File: src/core/iuv_pkg.sv
// Package: command codes, field layouts, reset values and timing for the input undervoltage handler
package iuv_pkg;
  // ---------------------------------------------------------------
  // Command codes
  // ---------------------------------------------------------------
  localparam logic [7:0] CMD_FAULT_THRESHOLD = 8'h59;
  localparam logic [7:0] CMD_FAULT_ACTION    = 8'h5A;
  localparam logic [7:0] CMD_CLEAR_FAULTS    = 8'h03;

  // ---------------------------------------------------------------
  // Reset values and field layout
  // ---------------------------------------------------------------
  localparam logic [15:0] THRESHOLD_RESET = 16'hCB40;
  localparam logic [7:0]  ACTION_RESET    = 8'h80;
  localparam logic [1:0]  MODE_RETRY      = 2'h2;
  localparam int          MODE_HI         = 7;
  localparam int          MODE_LO         = 6;
  localparam int          RETRY_HI        = 5;
  localparam int          RETRY_LO        = 3;
  localparam int          DELAY_HI        = 2;
  localparam int          DELAY_LO        = 0;
  localparam int          EXP_HI          = 15;
  localparam int          EXP_LO          = 11;
  localparam int          MANT_HI         = 10;

  // Voltages in millivolts; limits 0 V to 16 V
  localparam int          MV_MAX          = 16000;
  localparam int          MV_PER_V        = 1000;

  // Status bit positions
  localparam int          SW_NONE_ABOVE   = 0;
  localparam int          SW_INPUT        = 13;
  localparam int          SI_UV_FAULT     = 4;

  // ---------------------------------------------------------------
  // Timing
  // ---------------------------------------------------------------
  localparam int          CLK_HZ          = 10_000_000;
  localparam int          RETRY_UNIT_MS   = 35;
  localparam int          RETRY_UNIT_CYC  = RETRY_UNIT_MS * (CLK_HZ / 1000);

  // ---------------------------------------------------------------
  // Fault handling states, Gray along the usual path
  // ---------------------------------------------------------------
  typedef enum logic [1:0] {
    IUV_RUN     = 2'h0,
    IUV_OFF     = 2'h1,
    IUV_WAIT    = 2'h3,
    IUV_RESTART = 2'h2
  } iuv_state_t;
endpackage

File: src/core/iuv_fault.sv
// Input undervoltage fault detection, status latching and retry control
//
// Notes on behaviour
// - Fault threshold held as Linear-11 word.
// - Threshold resets to CB40h, 6.5 V.
// - Writes outside 0..16 V are rejected.
// - Fault sets word, input and fault status bits.
// - Action byte resets to 80h.
// - Mode 10 disables then retries; others unused.
// - Fault pulls alert low, sets status bit.
// - Status latched until clear-faults command.
// - Retry field 000 keeps output off.
// - Nonzero retry field restarts until switched off.
// - Restart waits for input above warning threshold.
// - Restart spacing is (delay+1) times 35 ms.
module iuv_fault #(
  parameter int RETRY_UNIT = iuv_pkg::RETRY_UNIT_CYC  // Cycles per 35 ms step
) (
  input  wire logic        clk_sys,          // System clock, 10 MHz
  input  wire logic        resetn,           // Async reset, active low
  input  wire logic        cmd_wr,           // Command write strobe
  input  wire logic [7:0]  cmd_code,         // Command code
  input  wire logic [15:0] cmd_data,         // Write data
  input  wire logic [7:0]  rd_code,          // Read command code
  output logic      [15:0] rd_data,          // Read data
  input  wire logic        meas_valid,       // New input measurement
  input  wire logic [15:0] meas_vin,         // Measured input, Linear-11
  input  wire logic [15:0] warn_threshold,   // Input low warning threshold, Linear-11
  input  wire logic        output_enable_in, // Enable pin or operation command on
  output logic             output_on,        // Power stage permitted
  output logic             host_alert_line_n,// Alert to host, active low
  output logic      [15:0] status_word,      // Status word bits owned here
  output logic      [7:0]  status_input      // Status input bits owned here
);
  // ---------------------------------------------------------------
  // Conversions
  // ---------------------------------------------------------------
  logic        [15:0] thr_reg, thr_next;
  logic        [7:0]  act_reg, act_next;
  logic signed [31:0] thr_mv, wr_mv, meas_mv, warn_mv;

  iuv_lin11 u_thr  (.code(thr_reg),        .mv(thr_mv));
  iuv_lin11 u_wr   (.code(cmd_data),       .mv(wr_mv));
  iuv_lin11 u_meas (.code(meas_vin),       .mv(meas_mv));
  iuv_lin11 u_warn (.code(warn_threshold), .mv(warn_mv));

  // ---------------------------------------------------------------
  // Registers
  // ---------------------------------------------------------------
  logic wr_thr_ok;
  logic clear_cmd;

  always_comb begin
    wr_thr_ok = (wr_mv >= 0) && (wr_mv <= iuv_pkg::MV_MAX);
    clear_cmd = cmd_wr && (cmd_code == iuv_pkg::CMD_CLEAR_FAULTS);
    thr_next  = thr_reg;
    act_next  = act_reg;
    if (cmd_wr && cmd_code == iuv_pkg::CMD_FAULT_THRESHOLD && wr_thr_ok) begin
      thr_next = cmd_data;
    end
    if (cmd_wr && cmd_code == iuv_pkg::CMD_FAULT_ACTION) begin
      act_next = cmd_data[7:0];
    end
  end

  always_ff @(posedge clk_sys or negedge resetn) begin
    if (!resetn) begin
      thr_reg <= iuv_pkg::THRESHOLD_RESET;
      act_reg <= iuv_pkg::ACTION_RESET;
    end else begin
      thr_reg <= thr_next;
      act_reg <= act_next;
    end
  end

  always_comb begin
    case (rd_code)
      iuv_pkg::CMD_FAULT_THRESHOLD: rd_data = thr_reg;
      iuv_pkg::CMD_FAULT_ACTION:    rd_data = {8'h00, act_reg};
      default:                      rd_data = 16'h0000;
    endcase
  end

  // ---------------------------------------------------------------
  // Detection and status
  // ---------------------------------------------------------------
  logic uv_event;
  logic fault_reg, fault_next;
  logic above_warn_reg, above_warn_next;

  always_comb begin
    uv_event        = meas_valid && (meas_mv < thr_mv);
    above_warn_next = above_warn_reg;
    if (meas_valid) begin
      above_warn_next = meas_mv > warn_mv;
    end
    fault_next = fault_reg;
    if (clear_cmd) begin
      fault_next = 1'b0;
    end
    if (uv_event) begin
      fault_next = 1'b1;  // Set beats clear
    end
  end

  always_ff @(posedge clk_sys or negedge resetn) begin
    if (!resetn) begin
      fault_reg      <= 1'b0;
      above_warn_reg <= 1'b0;
    end else begin
      fault_reg      <= fault_next;
      above_warn_reg <= above_warn_next;
    end
  end

  always_comb begin
    status_word                        = 16'h0000;
    status_input                       = 8'h00;
    status_word[iuv_pkg::SW_NONE_ABOVE] = fault_reg;
    status_word[iuv_pkg::SW_INPUT]      = fault_reg;
    status_input[iuv_pkg::SI_UV_FAULT]  = fault_reg;
    host_alert_line_n                   = ~fault_reg;
  end

  // ---------------------------------------------------------------
  // Enable pin synchroniser
  // ---------------------------------------------------------------
  logic en_meta_reg, en_sync_reg;

  always_ff @(posedge clk_sys or negedge resetn) begin
    if (!resetn) begin
      en_meta_reg <= 1'b0;
      en_sync_reg <= 1'b0;
    end else begin
      en_meta_reg <= output_enable_in;
      en_sync_reg <= en_meta_reg;
    end
  end

  // ---------------------------------------------------------------
  // Response state machine
  // ---------------------------------------------------------------
  localparam int DELAY_STEPS = 1 << (iuv_pkg::DELAY_HI - iuv_pkg::DELAY_LO + 1);
  localparam int CNT_W       = $clog2(DELAY_STEPS * RETRY_UNIT + 1);

  // Loaded one short so the start lands exactly on the spacing
  function automatic logic [CNT_W-1:0] retry_cycles(input logic [2:0] dly);
    return CNT_W'((int'(dly) + 1) * RETRY_UNIT - 1);
  endfunction

  iuv_pkg::iuv_state_t state_reg, state_next;
  logic [CNT_W-1:0]    cnt_reg, cnt_next;
  logic                on_reg, on_next;
  logic                retry_on;

  // Timer runs from fault detection; input recovery only gates the start
  always_comb begin
    retry_on   = (act_reg[iuv_pkg::MODE_HI:iuv_pkg::MODE_LO] == iuv_pkg::MODE_RETRY)
                 && (act_reg[iuv_pkg::RETRY_HI:iuv_pkg::RETRY_LO] != 3'h0);
    state_next = state_reg;
    cnt_next   = cnt_reg;
    if (cnt_reg != '0) begin
      cnt_next = cnt_reg - 1'b1;
    end
    if (uv_event) begin
      cnt_next = retry_cycles(act_reg[iuv_pkg::DELAY_HI:iuv_pkg::DELAY_LO]);
    end
    case (state_reg)
      iuv_pkg::IUV_RUN: begin
        if (uv_event) begin
          state_next = iuv_pkg::IUV_OFF;
        end
      end
      iuv_pkg::IUV_OFF: begin
        if (retry_on && en_sync_reg) begin
          state_next = iuv_pkg::IUV_WAIT;
        end else if (clear_cmd && !uv_event) begin
          state_next = iuv_pkg::IUV_RUN;
        end
      end
      iuv_pkg::IUV_WAIT: begin
        if (!en_sync_reg || !retry_on) begin
          state_next = iuv_pkg::IUV_OFF;
        end else if ((cnt_reg == '0) && above_warn_reg && !uv_event) begin
          state_next = iuv_pkg::IUV_RESTART;
        end
      end
      iuv_pkg::IUV_RESTART: begin
        if (uv_event) begin
          state_next = iuv_pkg::IUV_OFF;
        end else begin
          state_next = iuv_pkg::IUV_RUN;
        end
      end
      default: begin
        state_next = iuv_pkg::IUV_OFF;
      end
    endcase
    on_next = ((state_next == iuv_pkg::IUV_RUN) || (state_next == iuv_pkg::IUV_RESTART)) && en_sync_reg;
  end

  always_ff @(posedge clk_sys or negedge resetn) begin
    if (!resetn) begin
      state_reg <= iuv_pkg::IUV_RUN;
      cnt_reg   <= '0;
      on_reg    <= 1'b0;
    end else begin
      state_reg <= state_next;
      cnt_reg   <= cnt_next;
      on_reg    <= on_next;
    end
  end

  assign output_on = on_reg;
endmodule

File: src/core/iuv_lin11.sv
// Linear-11 to signed millivolt converter
module iuv_lin11 (
  input  wire logic [15:0] code,      // Linear-11 word
  output logic signed [31:0] mv       // Value in millivolts
);
  logic signed [4:0]  exp_s;
  logic signed [10:0] mant_s;
  logic signed [63:0] wide;

  // Wide product so large exponents saturate instead of wrapping into range
  always_comb begin
    exp_s  = code[iuv_pkg::EXP_HI:iuv_pkg::EXP_LO];
    mant_s = code[iuv_pkg::MANT_HI:0];
    wide   = 64'(mant_s) * 64'(iuv_pkg::MV_PER_V);
    if (exp_s < 0) begin
      wide = wide >>> (-exp_s);
    end else begin
      wide = wide <<< exp_s;
    end
    if (wide > 64'sh0000_0000_7FFF_FFFF) begin
      mv = 32'sh7FFF_FFFF;
    end else if (wide < 64'shFFFF_FFFF_8000_0000) begin
      mv = 32'sh8000_0000;
    end else begin
      mv = wide[31:0];
    end
  end
endmodule

File: config.mk
export PLATFORM = sky130hd
export DESIGN_NAME = iuv_fault
export DESIGN_NICKNAME = d
export VERILOG_FILES = /design/src/core/iuv_pkg.sv /design/src/core/iuv_fault.sv /design/src/core/iuv_lin11.sv
export SDC_FILE = /design/constraint.sdc
export NUM_CORES = 1
export LEC_CHECK = 0
export BUFFER_PORTS_ARGS = -buffer_cell sky130_fd_sc_hd__clkbuf_2
export CORE_MARGIN = 2
export CORE_UTILIZATION = 30
export DETAILED_ROUTE_END_ITERATION = 6
export PLACE_DENSITY = 0.52
export SYNTH_ARGS = -nofsm -noshare
export SYNTH_HDL_FRONTEND = slang
export SYNTH_SLANG_ARGS = --single-unit
File: constraint.sdc
create_clock -name clk_sys -period 10.3 [get_ports clk_sys]
set_input_delay 2.06 -clock clk_sys [delete_from_list [all_inputs] [get_ports clk_sys]]
set_output_delay 2.06 -clock clk_sys [all_outputs]
set_load 0.03 [all_outputs]
==> impl_results.md <==
* Max_slew headroom at 23.4%
* Fraction of power spent switching nets at 57.9%
* Core Region at 80400 um2
* Max VDD drop at 167 uV
* Pwr Total at 7060 uW
* Hold buffer count at cts at 0
* Worst EP arrival at 9990 ps
* Worst Setup SP: meas_vin[4]
* CP Capture Type: flop
* Fillers at 8753
* CP Class: input port to flop
* GRT Overall Usage at 17.4%
* EDFF count, synth at 0
* Ys Warns at 0
* Yosys top cell area share at 14.5%
* Mapped Area at 24300 um2
* CTS tree: done
* Max reg flops at 22
* Die Y at 289 um
* Clock Power Share at 2.6%
* Largest net degree at the start of global routing at 57
* Number of global-route vias before repair at 22.2k
* Post-synthesis sequential area ratio at 5.49%
* Share of layout cells above drive strength 1 at 11.1%
* Final WS setup at 504 ps
* Netlist cell types at 114
* Top cells by count, synth: 309 x inv_1, 285 x nand2_1, 282 x ha_1, 282 x nor2_1, 242 x a21oi_1
* Hold Path Stages at 0
* Wirelength, routed at 74300 um
* Power density over the cells at 269 nW/um2
* R2r setup slk at 1090 ps
* Final Hold Fails at 0
* Reg2reg start: thr_reg[6]
* Critical Path Start Type: input port
* Most common cell in the synthesized netlist: inv_1
* DR iter-0 viols at 1777
* Slew @ Worst Pin at 1150 ps
* Wirelength per Cell at 17.4 um
* Synth area leader: ha_1
* Routability cong. at 0.971
* Starting density of the core at 30.3%
* Syn Area/Cell at 7.57 um2
* CTS buffer count at 5
* Post-route minimum period at 9800 ps
* DRC violations left at 1
* Layout Nets at 3718
* WP data required at 10500 ps
* H-tree depth at 2
* Reg clk slew, reported paths at 80 ps
* Vias at 23.2k
* Mapped Cells at 3216
* Clk buf depth at 2
* CP endpoint: state_reg[0]
* Worst Skew at 6.45 ps
* Finish-stage setup viols at 0
* Clock Tree Root: clkbuf_16
* Most used flip-flop cell after synthesis: dfrtp_1
* Crit path max fanout at 12
* Via density at 5.43
* GR Overflow Total at 0
* Combinational share of power at 93.2%
* Final ANT Viol Nets at 0
* Ys async rst share at 100%
* Reg2Reg Depth at 35
* Synth top area cells: ha_1 14%, fa_1 13%, mux2i_1 6.0%, a21oi_1 5.0%, inv_1 4.8%
* IO Port Bufs at 89
* Fin Setup TNS at 0 ps
* Initial antenna violation count at 0
* Top Ports at 111
* #FFs+latches synth at 53
* DIE WIDTH at 289 um
* F_max at 0.102 GHz
* Worst hold-check path type: flop to flop
* Sink Count at 53
* Global-route wire length before repair at 120000 um
* Int Power at 2970 uW
* Worst slack at placement at -62.3 ps
* Max stage delay on crit path at 530 ps
* Post-Place Cell Area at 25900 um2
* Diode count at 0
* Final period util at 95.1%
* Violations in the final reports: DRC
* Critical R2R Capture: cnt_reg[13]
* HPWL after detailed placement at 59700 um
* Clock Latency Late Sink at 310 ps
* CP max-delay cell: fa_1
* Std cell rows at 104
* Max cap viols at 0
* Hold slack at 353 ps
* Area Overhead vs Synth at 7.69%
* Reg power frac at 4.2%
* Psw at 4090 uW
* Static leakage at 0.0120 uW
* Die footprint at 83400 um2
* Status: finished, violations left
* TritonRoute pass-1 iters at 7
* Final Instance Area at 26200 um2
* Slew Limit Fails at 0
==> power groups by stage <==
stage	registers [uW]	logic, uW	clock network [uW]
floorplan	289	4740	0
global placement	301	6420	0
detailed placement	301	6410	0
CTS	299	6440	192
global route	306	7260	197
finish	298	6580	183
==> worst max-delay path, delay by kind of cell <==
kind / cells / cell delay (ps)
compound gates: 14 / 2860
mux: 2 / 720
simple gates: 5 / 760
fa+ha+maj: 6 / 2530
xor+xnor: 1 / 90
buf+inv: 9 / 950
==> what timing repair did <==
action / in CTS / in global routing
buffers inserted: 0 / 5
gates resized for setup: 0 / 18
setup endpoints to repair: 0 / 25
==> stage by stage <==
| stage | utilization [%] | cells |
|---|---|---|
| floorplan | - | 3236 |
| detailed placement | 32.2 | 4254 |
| finish | 32.6 | 4268 |
| global placement | 32.2 | 4254 |
| CTS | 32.4 | 4261 |
| global route | 32.6 | 4268 |
==> layout by cell type (no fill, tap or decap), drive strengths merged, types with 13 or more instances in the layout <==
cell	n
and3	20
clkbuf	97
mux2i	146
o21ai	209
nand2	285
or2	21
inv	311
nand4	32
or3	17
o21a	28
nand3	52
xnor2	75
mux2	58
fa	159
a311oi	14
nor4	16
a22oi	13
o31ai	26
a211o	19
a211oi	40
nor3	67
ha	282
nor2	284
a31oi	40
a221oi	17
dfrtp	46
nor2b	29
o211ai	44
and2	38
a21oi	243
buf	91
o22ai	25
nand2b	19
mux4	20
conb	21
xor2	54
a21o	50
==> how the worst min path moves through the flow <==
stage / from / endpoint
2_1_floorplan: en_meta_reg / en_sync_reg
3_3_place_gp: en_meta_reg / en_sync_reg
5_1_grt: en_meta_reg / en_sync_reg
6_report: en_meta_reg / en_sync_reg
4_1_cts: en_meta_reg / en_sync_reg
3_5_place_dp: en_meta_reg / en_sync_reg
==> metal layers <==
layer  vias to the layer above  track usage [%]  part of all wire (%)
li1                      11400                -                     -
met4                         0             2.77                   1.5
met1                     11100             24.7                    47
met3                        77             1.69                   4.4
met5                         -                0                     0
met2                       579             29.0                    48
==> cell families after synthesis <==
logic type,share of synthesized area [%]
flip-flops,5.49
multiplexers,10.6
AO/OA/AOI/OAI,24.7
other,0.0154
AND/OR/NAND/NOR,18.0
adder cells (fa/ha/maj),27.6
buffers and inverters,8.88
XOR/XNOR,4.67
==> layout make-up <==
type / instances / area (um2) / share of cell area [%]
Sequential cell: 53 / 1340 / 5.09
Clock buffer: 6 / 139 / 0.530
Inverter: 315 / 1180 / 4.51
Tap cell: 1060 / 1330 / 5.06
Timing Repair Buffer: 182 / 1220 / 4.64
Multi-Input combinational cell: 2651 / 21000 / 80.1
Clock inverter: 1 / 7.51 / 0.0286
No activity file was read; power rests on OpenSTA's default activity.
